`config.mk`:
```
export PLATFORM = sky130hd
export DESIGN_NAME = dsp_pwm_counter
export DESIGN_NICKNAME = d
export VERILOG_FILES = /design/src/logic/dsp_pkg.sv /design/src/logic/dsp_prescaler.sv /design/src/logic/dsp_compare_out.sv /design/src/logic/dsp_pwm_counter.sv
export SDC_FILE = /design/constraint.sdc
export NUM_CORES = 1
export LEC_CHECK = 0
export ABC_AREA = 1
export ABC_CLOCK_PERIOD_IN_PS = 5600
export BUFFER_PORTS_ARGS = -buffer_cell sky130_fd_sc_hd__buf_2
export CORE_MARGIN = 3
export CORE_UTILIZATION = 52
export CTS_CLUSTER_SIZE = 14
export DETAILED_ROUTE_END_ITERATION = 12
export GPL_TIMING_DRIVEN = 0
export HOLD_SLACK_MARGIN = 0.15
export PLACE_DENSITY_LB_ADDON = 0.3
export SYNTH_ARGS = -nofsm -noshare
export SYNTH_HDL_FRONTEND = slang
export SYNTH_HIERARCHICAL = 1
export SYNTH_SLANG_ARGS = --single-unit
```
`constraint.sdc`:
```
create_clock -name pclk -period 5.6 [get_ports pclk]
set_clock_uncertainty 0.2 [all_clocks]
set_input_delay 0.84 -clock pclk [delete_from_list [all_inputs] [get_ports pclk]]
set_output_delay 0.84 -clock pclk [all_outputs]
set_load 0.05 [all_outputs]
```
`src/logic/dsp_pkg.sv`:
```
// Package for the dual-slope PWM counter: register map, fields, reset values and modes.
// Assumes a 32-bit APB slave with one byte register per aligned word.
package dsp_pkg;
  localparam logic [11:0] OFS_CNT_LOW    = 12'h084;
  localparam logic [11:0] OFS_CNT_HIGH   = 12'h088;
  localparam logic [11:0] OFS_CMPA_LOW   = 12'h08C;
  localparam logic [11:0] OFS_CMPA_HIGH  = 12'h090;
  localparam logic [11:0] OFS_CMPB_LOW   = 12'h094;
  localparam logic [11:0] OFS_CMPB_HIGH  = 12'h098;
  localparam logic [11:0] OFS_CAPT_LOW   = 12'h09C;
  localparam logic [11:0] OFS_CAPT_HIGH  = 12'h0A0;
  localparam logic [11:0] OFS_CTRL       = 12'h0A4;
  localparam logic [11:0] OFS_STATUS     = 12'h0A8;
  localparam logic [11:0] OFS_PRESCALE   = 12'h0AC;
  // Control register: waveform mode in [3:0], channel A mode [5:4], channel B mode [7:6].
  localparam int          CTRL_WGM_LSB   = 0;
  localparam int          CTRL_COMA_LSB  = 4;
  localparam int          CTRL_COMB_LSB  = 6;
  localparam logic [7:0]  CTRL_RESET     = 8'h00;
  localparam logic [15:0] CNT_RESET      = 16'h0000;
  localparam logic [7:0]  PRESCALE_RESET = 8'h00;
  localparam logic [15:0] TOP_8BIT       = 16'h00FF;
  localparam logic [15:0] TOP_9BIT       = 16'h01FF;
  localparam logic [15:0] TOP_10BIT      = 16'h03FF;
  localparam logic [3:0]  WGM_PC8        = 4'h1;
  localparam logic [3:0]  WGM_PC9        = 4'h2;
  localparam logic [3:0]  WGM_PC10       = 4'h3;
  localparam logic [3:0]  WGM_PC_CAPT    = 4'hA;
  localparam logic [3:0]  WGM_PC_CMPA    = 4'hB;
  localparam logic [1:0]  COM_OFF        = 2'h0;
  localparam logic [1:0]  COM_NONINV     = 2'h2;
  localparam logic [1:0]  COM_INV        = 2'h3;
endpackage

```
`src/logic/dsp_prescaler.sv`:
```
// Timer clock enable divider for the dual-slope PWM counter.
// Assumes pclk is the only clock; a divide value of zero ticks every cycle.
`timescale 1ns/100ps
module dsp_prescaler
  import dsp_pkg::*;
(
  input  wire logic       pclk,     // System clock.
  input  wire logic       presetn,  // Asynchronous reset, active low.
  input  wire logic [7:0] divide,   // Ticks every divide+1 cycles.
  output logic            tick      // One-cycle timer clock enable.
);
  typedef struct packed {
    logic [7:0] count;
    logic       tick;
  } dsp_pre_state_t;

  dsp_pre_state_t st;
  dsp_pre_state_t next_st;

  always_comb begin
    next_st = st;
    next_st.tick = 1'b0;
    if (st.count >= divide) begin
      next_st.count = 8'h00;
      next_st.tick = 1'b1;
    end else begin
      next_st.count = st.count + 8'h01;
    end
  end

  always_ff @(posedge pclk or negedge presetn) begin
    if (!presetn) begin
      st <= '0;
    end else begin
      st <= next_st;
    end
  end

  assign tick = st.tick;
endmodule

```
`src/logic/dsp_compare_out.sv`:
```
// One compare output channel of the dual-slope PWM counter.
// Assumes match and direction come from the counter core, qualified by the timer tick.
`timescale 1ns/100ps
module dsp_compare_out
  import dsp_pkg::*;
(
  input  wire logic       pclk,      // System clock.
  input  wire logic       presetn,   // Asynchronous reset, active low.
  input  wire logic       match,     // Counter equals compare value on a tick.
  input  wire logic       counting_up, // Count direction at the match.
  input  wire logic [1:0] mode_wr,   // Output mode as last written by software.
  output logic            pin        // Compare output pin level.
);
  typedef struct packed {
    logic pin;
  } dsp_cmp_state_t;

  dsp_cmp_state_t st;
  dsp_cmp_state_t next_st;

  always_comb begin
    next_st = st;
    // The mode is looked at only at a match, so a new setting first acts there and never glitches the pin.
    if (match) begin
      case (mode_wr)
        COM_NONINV: next_st.pin = ~counting_up;
        COM_INV:    next_st.pin = counting_up;
        default:    next_st.pin = st.pin;
      endcase
    end
  end

  always_ff @(posedge pclk or negedge presetn) begin
    if (!presetn) begin
      st <= '0;
    end else begin
      st <= next_st;
    end
  end

  assign pin = st.pin;
endmodule

```
`src/logic/dsp_pwm_counter.sv`:
```
// Dual-slope phase correct PWM counter with an APB register file and two compare pins.
// Assumes an APB master on pclk; registers are bytes in the low bits of aligned words.
//
// Design decision made here: the APB register port.
`timescale 1ns/100ps
// Contract
// - Phase correct dual-slope mode runs for waveform codes 1, 2, 3, A and B.
// - Counter climbs from zero to TOP, then falls back to zero, repeatedly.
// - Non-inverting: clear output on up-count match, set on down-count match.
// - Inverting: set output on up-count match, clear on down-count match.
// - Codes 1, 2, 3 use fixed TOP of 0x00FF, 0x01FF, 0x03FF.
// - Code A takes TOP from capture value, code B from channel A compare.
// - At TOP the counter holds one timer tick, then counts down.
// - Counter readable and writable as separate high and low byte locations.
// - High byte goes through an 8-bit holding latch for atomic access.
// - One holding latch is shared by every 16-bit timer register.
// - A counter write blocks compare matches on the next timer tick.
// - Output mode zero means no action on that pin at matches.
// - A new output mode takes effect at the first match after writing.
module dsp_pwm_counter
  import dsp_pkg::*;
(
  input  wire logic        pclk,     // System clock, 50 MHz.
  input  wire logic        presetn,  // Asynchronous reset, active low.
  input  wire logic        psel,     // APB select.
  input  wire logic        penable,  // APB access phase.
  input  wire logic        pwrite,   // APB write when high.
  input  wire logic [11:0] paddr,    // APB byte address.
  input  wire logic [31:0] pwdata,   // APB write data.
  output logic             pready,   // APB ready.
  output logic [31:0]      prdata,   // APB read data.
  output logic             pslverr,  // APB error for unmapped addresses.
  output logic             pin_a,    // Channel A compare output pin.
  output logic             pin_b     // Channel B compare output pin.
);
  typedef struct packed {
    logic [15:0] count;
    logic        counting_up;
    logic        block_match;
    logic [7:0]  hold_latch;
    logic [15:0] cmp_a;
    logic [15:0] cmp_b;
    logic [15:0] capt;
    logic [7:0]  ctrl;
    logic [7:0]  prescale;
    logic        pready;
    logic        pslverr;
    logic [31:0] prdata;
  } dsp_core_state_t;

  dsp_core_state_t st;
  dsp_core_state_t next_st;

  logic        tick;
  logic [3:0]  wgm;
  logic        pc_mode;
  logic [15:0] top;
  logic        access;
  logic        wr;
  logic        rd;
  logic        cnt_written;
  logic [7:0]  wbyte;
  logic [1:0]  match_hit;
  logic [15:0] cmp_val [2];

  assign wgm = st.ctrl[CTRL_WGM_LSB +: 4];
  assign pc_mode = (wgm == WGM_PC8) || (wgm == WGM_PC9) || (wgm == WGM_PC10) ||
                   (wgm == WGM_PC_CAPT) || (wgm == WGM_PC_CMPA);
  assign access = psel && penable && !st.pready;
  assign wr = access && pwrite;
  assign rd = access && !pwrite;
  assign wbyte = pwdata[7:0];
  assign cnt_written = wr && (paddr == OFS_CNT_LOW);
  assign cmp_val[0] = st.cmp_a;
  assign cmp_val[1] = st.cmp_b;

  always_comb begin
    if (wgm == WGM_PC8) begin
      top = TOP_8BIT;
    end else if (wgm == WGM_PC9) begin
      top = TOP_9BIT;
    end else if (wgm == WGM_PC10) begin
      top = TOP_10BIT;
    end else if (wgm == WGM_PC_CAPT) begin
      top = st.capt;
    end else begin
      top = st.cmp_a;
    end
  end

  // Matches are qualified by the tick and the blocking flag set by a counter write.
  generate
    for (genvar ch = 0; ch < 2; ch++) begin : g_match
      assign match_hit[ch] = tick && pc_mode && !st.block_match && (st.count == cmp_val[ch]);
    end
  endgenerate

  always_comb begin
    next_st = st;
    next_st.pready = 1'b0;
    next_st.pslverr = 1'b0;
    // Counter engine.
    if (tick) begin
      next_st.block_match = 1'b0;
      if (pc_mode) begin
        if (st.counting_up) begin
          if (st.count >= top) begin
            // TOP has already stood for one whole tick period, so this tick steps down at once.
            // A TOP lowered below the counter by software turns it here instead of letting it wrap.
            next_st.counting_up = 1'b0;
            next_st.count = (top == 16'h0000) ? top : top - 16'h0001;
          end else begin
            next_st.count = st.count + 16'h0001;
          end
        end else begin
          if (st.count == 16'h0000) begin
            next_st.counting_up = 1'b1;
            next_st.count = 16'h0001;
          end else begin
            next_st.count = st.count - 16'h0001;
          end
        end
      end
    end
    // APB slave; a new access is answered in the cycle after the access phase opens.
    if (access) begin
      next_st.pready = 1'b1;
      next_st.prdata = 32'h0000_0000;
      if (paddr == OFS_CNT_LOW) begin
        if (wr) begin
          next_st.count = {st.hold_latch, wbyte};
          next_st.block_match = 1'b1;
        end else begin
          next_st.prdata = {24'h000000, st.count[7:0]};
          next_st.hold_latch = st.count[15:8];
        end
      end else if (paddr == OFS_CNT_HIGH || paddr == OFS_CMPA_HIGH ||
                   paddr == OFS_CMPB_HIGH || paddr == OFS_CAPT_HIGH) begin
        if (wr) begin
          next_st.hold_latch = wbyte;
        end else begin
          next_st.prdata = {24'h000000, st.hold_latch};
        end
      end else if (paddr == OFS_CMPA_LOW) begin
        if (wr) begin
          next_st.cmp_a = {st.hold_latch, wbyte};
        end else begin
          next_st.prdata = {24'h000000, st.cmp_a[7:0]};
          next_st.hold_latch = st.cmp_a[15:8];
        end
      end else if (paddr == OFS_CMPB_LOW) begin
        if (wr) begin
          next_st.cmp_b = {st.hold_latch, wbyte};
        end else begin
          next_st.prdata = {24'h000000, st.cmp_b[7:0]};
          next_st.hold_latch = st.cmp_b[15:8];
        end
      end else if (paddr == OFS_CAPT_LOW) begin
        if (wr) begin
          next_st.capt = {st.hold_latch, wbyte};
        end else begin
          next_st.prdata = {24'h000000, st.capt[7:0]};
          next_st.hold_latch = st.capt[15:8];
        end
      end else if (paddr == OFS_CTRL) begin
        if (wr) begin
          next_st.ctrl = wbyte;
        end else begin
          next_st.prdata = {24'h000000, st.ctrl};
        end
      end else if (paddr == OFS_STATUS) begin
        // Status is read-only; a write to it is answered normally and ignored.
        if (rd) begin
          next_st.prdata = {29'h0, st.counting_up, pin_b, pin_a};
        end
      end else if (paddr == OFS_PRESCALE) begin
        if (wr) begin
          next_st.prescale = wbyte;
        end else begin
          next_st.prdata = {24'h000000, st.prescale};
        end
      end else begin
        next_st.pslverr = 1'b1;
      end
    end
  end

  always_ff @(posedge pclk or negedge presetn) begin
    if (!presetn) begin
      st <= '0;
      st.counting_up <= 1'b1;
      st.count <= CNT_RESET;
      st.ctrl <= CTRL_RESET;
      st.prescale <= PRESCALE_RESET;
    end else begin
      st <= next_st;
    end
  end

  assign pready = st.pready;
  assign prdata = st.prdata;
  assign pslverr = st.pslverr;

  dsp_prescaler u_prescaler (
    .pclk    (pclk),
    .presetn (presetn),
    .divide  (st.prescale),
    .tick    (tick)
  );

  dsp_compare_out u_out_a (
    .pclk        (pclk),
    .presetn     (presetn),
    .match       (match_hit[0]),
    .counting_up (st.counting_up),
    .mode_wr     (st.ctrl[CTRL_COMA_LSB +: 2]),
    .pin         (pin_a)
  );

  dsp_compare_out u_out_b (
    .pclk        (pclk),
    .presetn     (presetn),
    .match       (match_hit[1]),
    .counting_up (st.counting_up),
    .mode_wr     (st.ctrl[CTRL_COMB_LSB +: 2]),
    .pin         (pin_b)
  );

  // Assertion helpers. A counter write stays pending until the timer tick that it must blank.
  logic blk_pend;
  logic addr_known;

  assign addr_known = paddr inside {OFS_CNT_LOW, OFS_CNT_HIGH, OFS_CMPA_LOW, OFS_CMPA_HIGH, OFS_CMPB_LOW,
                                    OFS_CMPB_HIGH, OFS_CAPT_LOW, OFS_CAPT_HIGH, OFS_CTRL, OFS_STATUS,
                                    OFS_PRESCALE};

  always_ff @(posedge pclk or negedge presetn) begin
    if (!presetn) begin
      blk_pend <= 1'b0;
    end else if (cnt_written) begin
      blk_pend <= 1'b1;
    end else if (tick) begin
      blk_pend <= 1'b0;
    end
  end
endmodule

```
==> results of run 1 <==
==> cell families after synthesis <==
logic type | Yosys count | share of synthesized area (%)
simple gates | 527 | 29.3
buf+inv | 215 | 11.5
other cells | 1 | 0.0448
xor+xnor | 50 | 5.24
compound gates | 235 | 16.2
fa+ha+maj | 30 | 4.49
flops | 111 | 33.2
==> metal layers <==
metal | GRT usage, % | vias to the layer above | share of wire [%]
met1 | 43.9 | 3808 | 42
met2 | 49.2 | 411 | 46
met3 | 4.07 | 56 | 9.4
li1 | - | 3961 | -
met4 | 11.9 | 0 | 3.3
met5 | 0 | - | 0
==> synth_stat cells, types with 9 or more instances <==
cell type	count	share of area [%]
nor3_1	21	1.3
o21ai_1	14	0.84
xnor2_1	14	1.5
nand4_1	21	1.6
o22ai_1	11	0.82
clkbuf_1	34	1.5
ha_1	30	4.5
dfrtp_1	110	33
inv_1	128	5.7
nand3_2	9	1.1
nand2_2	11	0.82
o21ai_0	112	6.7
a21oi_1	43	2.6
o211ai_1	22	2.0
nor2_2	11	0.82
nor2_4	12	1.6
buf_4	34	3.1
xor2_1	36	3.8
nor2_1	94	4.2
nand3_1	76	4.5
nand2_1	254	11
==> sequential cells by signal, indices dropped and copies added, names as in the netlist <==
signal            count
u_out_b/pin           1
prdata                8
u_out_a/pin           1
u_prescaler/st        8
st                   58
cmp_val              32
pready                1
u_prescaler/tick      1
pslverr               1
==> worst min-delay path, stage by stage, from the launching register on <==
cell and delay [ns]:
dfrtp_1 0.35, nand2_1 0.05, o21ai_0 0.07
==> cell type report <==
type	instances	area share (%)
multi-input cells	866	51.1
clock buffers	11	2.64
clock inverters	5	0.516
well taps	211	2.87
inverters	140	5.71
plain buffers	75	4.74
repair buffers	36	2.23
flip-flops and latches	111	30.2
==> report_power, final <==
group	leakage [nW]	switching, W	total [W]	internal (W)
sequential	1.41	0.0000132	0.000831	0.000818
combinational	3.02	0.000214	0.000303	0.0000895
clock	0.140	0.000323	0.000647	0.000324
total	4.57	0.000550	0.00178	0.00123
==> how the worst min path moves through the flow <==
stage / endpoint / slack (ns) / cells after the start
after floorplan: st[106] / 0.24 / 1
after global placement: st[58] / 0.27 / 2
after detailed placement: st[58] / 0.28 / 2
after CTS: st[58] / 0.30 / 2
after global routing: st[58] / 0.34 / 2
final: st[58] / 0.30 / 2
==> through the flow <==
step | area [sq um] | power (W) | setup slack, ns
CTS | 9210 | 0.00179 | 1.71
finish | 9210 | 0.00178 | 1.63
global route | 9210 | 0.00185 | 1.26
detailed placement | 8920 | 0.00115 | 1.72
global placement | 8890 | 0.00114 | 1.76
floorplan | 8450 | 0.00106 | 2.63
==> results.yml, run 1 <==
outcome:
  failed_checks: "design-rule violations"
  status: "finished, violations left"
timing:
  slew_headroom_pct: 53.3
  min_period_over_period_pct: 70.9
  drv_slew: 0
  timing.hold.ws_ns: 0.305
  tightest_slew_ns: 0.700
  period_needed_ns: 3.97
  setup_violations: 0
  max_freq_mhz: 252
  finalSetupTns_ns: 0
  rsz0062_at_grt: "false"
  hold_viol_final: 0
worst_hold_path:
  min-delay-start: "st[58]"
  hold_class: "reg2reg"
global_route:
  grt_use_total_pct: 31.2
  gr-total-overflow: 0
  antenna_found_initial: 0
  grt_pass1_vias: 7735
  grt_pass1_wl_microns: 42800
  grt_max_degree: 62
critical_path:
  cpMostUsedCell: "nand2_1"
  reg2reg_depth: 17
  crit_buf_inv: 4
  timing.rr.end: "st[115]"
  crit_cells: 17
  crit_path_top_delay_cell: "dfrtp_1"
  cp_max_fo: 10
  startpoint_type: "flop"
  crit_start: "st[42]"
  worstPathCellList: "o21ai_2 > buf_6 > nand3_1 > inv_1 > ha_1 > a21oi_1 > o21ai_0 > nand2_1 > o211ai_1 > nand2_1 > nand3b_2 > inv_1 > clkbuf_1 > nand2_1 > nand2_1 > nand2_1 > a22oi_1"
  timing.rr.start: "st[42]"
  crit_path_end_kind: "flop"
  worst_ep_required_time_ns: 5.67
  rrSetupSlack_ns: 1.63
  crit_family: "buffers and inverters"
  critPathMaxStageDelay_ns: 0.48
  cp.arrival_ns: 4.04
  crit_type: "reg2reg"
  cp-endpoint: "st[115]"
final_layout:
  fillers: 1512
  fin_util_pct: 59.5
  drive_gt1_share_pct: 12.5
  area_growth_pct: 10.1
  final_cell_mix: "nand2_1 (254), inv_1 (128), o21ai_0 (112)"
  regArea_sq_um: 2780
  post_layout_nonfiller_instances: 1455
  multi_input_area_sq_um: 4710
  nNetsFinal: 1318
  diodes: 0
  final_common_cell: "nand2_1"
clock_network:
  cts_setup_buffers: 0
  numCtsBuffers: 9
  cts_tree: "built"
  cts_hold_buf: 0
  cts_buffer_depth: 2
  cts_resized: 0
  root_buffer: "clkbuf_16"
  htreeDepth: 3
  clk_latency_ns: 0.36
  clock_sinks: 111
  path_clk_slew_ns: 0.08
floorplanning:
  initial_core_util_pct: 54.0
  chipWidth_microns: 133
  ios: 85
  floorplan.die.height_microns: 133
  core-area_sq_um: 15500
  num_rows: 45
  fp.dieArea_sq_um: 17600
logic_synthesis:
  synth-seq-area-share_pct: 33.2
  ys_seq_elements: 111
  synth-edff-count: 0
  synthCells: 1169
  ys_warn_count: 6
  synth_cell_types: 48
  avgSynthCellArea_sq_um: 7.15
  synth_area_sq_um: 8360
  synthArstFlopShare_pct: 100
  synth_ff_type: "dfrtp_1"
power_and_ir_drop:
  powerDensity_nw_per_um2: 193
  ir_drop_v: 0.000193
  p_leak_nw: 4.57
routing:
  avgViaCountPerCell: 5.66
  num_vias: 8236
  wl_microns: 27300
  first_iter_violations: 1189
  drc: 2
  first_pass_iters: 10
  wire_per_inst_microns: 18.7
  ant_nets: 0
run:
  drv_cap: 0
place:
  io_buffer_count: 35
  dp_hpwl_microns: 21800
  place_congestion: 1.04
  place_inst: 1439
No activity file was read; power rests on OpenSTA's default activity.
==> run 2: changes to the inputs <==
ABC_CLOCK_PERIOD_IN_PS = 3400   (was 5600)
clock period = 3.4 ns   (was 5.6 ns; I/O delays follow)
==> results.yml, run 2 (synthesis gave the netlist of run 1 again) <==
place:
  io_buffer_count: 35
  place_congestion: 1.04
  place_inst: 1439
  dp_hpwl_microns: 21800
floorplanning:
  initial_core_util_pct: 54.0
  ios: 85
  num_rows: 45
  chipWidth_microns: 133
  fp.dieArea_sq_um: 17600
  core-area_sq_um: 15500
  floorplan.die.height_microns: 133
clock_network:
  root_buffer: "clkbuf_16"
  htreeDepth: 3
  cts_buffer_depth: 2
  clock_sinks: 111
  path_clk_slew_ns: 0.08
  numCtsBuffers: 9
  clk_latency_ns: 0.37
  cts_tree: "built"
critical_path:
  critPathMaxStageDelay_ns: 0.47
  cp.arrival_ns: 3.30
  cp_max_fo: 10
  crit_family: "simple AND/OR/NAND/NOR gates"
  crit_buf_inv: 6
  worst_ep_required_time_ns: 3.48
  crit_path_end_kind: "flop"
  timing.rr.start: "st[43]"
  startpoint_type: "flop"
  crit_type: "reg2reg"
  crit_start: "st[43]"
  worstPathCellList: "inv_2 > nor2_4 > nand2_4 > buf_12 > o21ai_1 > inv_1 > nand2_2 > ha_1 > nand2_1 > inv_1 > nand3_2 > nor3_4 > nor3b_2 > nand3b_4 > inv_4 > buf_6 > a21oi_1 > nand2_1 > a21oi_1"
  crit_path_top_delay_cell: "dfrtp_2"
timing:
  rsz0062_at_grt: "false"
  hold_viol_final: 0
  min_period_over_period_pct: 94.7
  setup_violations: 0
  tightest_slew_ns: 0.704
  finalSetupTns_ns: 0
  max_freq_mhz: 311
  drv_slew: 0
  slew_headroom_pct: 53.1
  period_needed_ns: 3.22
final_layout:
  nNetsFinal: 1330
  area_growth_pct: 12.3
  drive_gt1_share_pct: 14.3
  final_cell_mix: "nand2_1 (254), inv_1 (126), o21ai_0 (112)"
  largest_register_ffs: 58
  fillers: 1498
  final_common_cell: "nand2_1"
  diodes: 0
  largest-register: "st"
  post_layout_nonfiller_instances: 1467
global_route:
  gr-total-overflow: 0
  grt_max_degree: 62
  met1_usage_pct: 43.5
  grt_pass1_vias: 7790
  use_met2_pct: 49.0
  busiest_layer: "met2"
  antenna_found_initial: 0
  grt_use_total_pct: 31.3
  grt_pass1_wl_microns: 42900
  use_met3_pct: 5.06
routing:
  ant_nets: 0
  first_pass_iters: 10
  avgViaCountPerCell: 5.69
  num_vias: 8345
  wire_per_inst_microns: 18.8
  drc: 0
  wl_microns: 27500
  first_iter_violations: 1097
power_and_ir_drop:
  ir_drop_v: 0.000319
  p_leak_nw: 4.66
  powerDensity_nw_per_um2: 314
outcome:
  status: "finished, final reports clean"
run:
  drv_cap: 0
worst_hold_path:
  hold_class: "reg2reg"
  min-delay-start: "st[58]"
run 2: cell count changes in the layout (fill, tap and decap cells not counted), moves of 2 or more:
cell,before,now
buf_6,3,5
clkbuf_1,35,33
inv_1,128,126
buf_4,35,45
a21oi_2,2,4
nand3_1,76,74
a21oi_1,43,41
nand3_2,9,11
dfrtp_2,0,3
dfrtp_1,110,107
run 2: worst paths after layout:
path                       endpoint  slack (ns)  cells past startpoint
min                          st[58]        0.30                      2
min in group asynchronous    st[45]        0.54                      2
max                         st[123]        0.18                     19
max in group asynchronous   st[121]        1.72                      3
min reg2reg                  st[58]        0.30                      2
max reg2reg                 st[123]        0.18                     19
run 2: area by class of cell:
| cell class | count | area, sq um | share of cell area (%) |
|---|---|---|---|
| buffer | 75 | 464 | 4.94 |
| clock inverter | 5 | 47.5 | 0.506 |
| clock buffer | 11 | 243 | 2.59 |
| sequential | 111 | 2780 | 29.6 |
| inverter | 140 | 528 | 5.62 |
| multi-input combinational | 866 | 4760 | 50.7 |
| timing repair buffer | 48 | 298 | 3.17 |
| tap | 211 | 264 | 2.81 |
run 2: layer usage:
| layer | wire (microns) | part of all wire [%] | up-vias |
|---|---|---|---|
| li1 | - | - | 3983 |
| met1 | 11600 | 42 | 3861 |
| met2 | 12300 | 45 | 409 |
| met3 | 2460 | 9.0 | 92 |
| met4 | 1160 | 4.2 | 0 |
| met5 | 0 | 0 | - |
run 2: report_power, final:
group          total [W]  switching [W]  internal, W
Sequential       0.00137      0.0000218      0.00135
Clock            0.00108       0.000543     0.000534
Combinational   0.000507       0.000354     0.000153
Total            0.00295       0.000919      0.00203
run 2: repair_timing:
action                                  4_1_cts  5_1_grt
hold buffers                                  1        0
endpoints found under the setup margin       16       16
buffers inserted                              2        9
pin swaps                                     2        5
resized for setup                            10       18
hold endpoints to repair                     49        0
run 2: tightest hold or removal path: stages (launching register included):
cell	delay, ns
dfrtp_1	0.35
nand2_1	0.05
o21ai_0	0.06
run 2: through the flow:
stage	total power, W	cell area (sq um)	util, %	hold WS, ns	setup slack [ns]
6_report	0.00295	9390	60.6	0.297	0.179
5_1_grt	0.00306	9390	60.6	0.299	0.0216
4_1_cts	0.00295	9260	59.8	0.290	0.0171
3_5_place_dp	0.00189	8920	57.6	0.282	-0.479
3_3_place_gp	0.00188	8890	57.4	0.266	-0.439
2_1_floorplan	0.00175	8450	-	0.0144	0.435
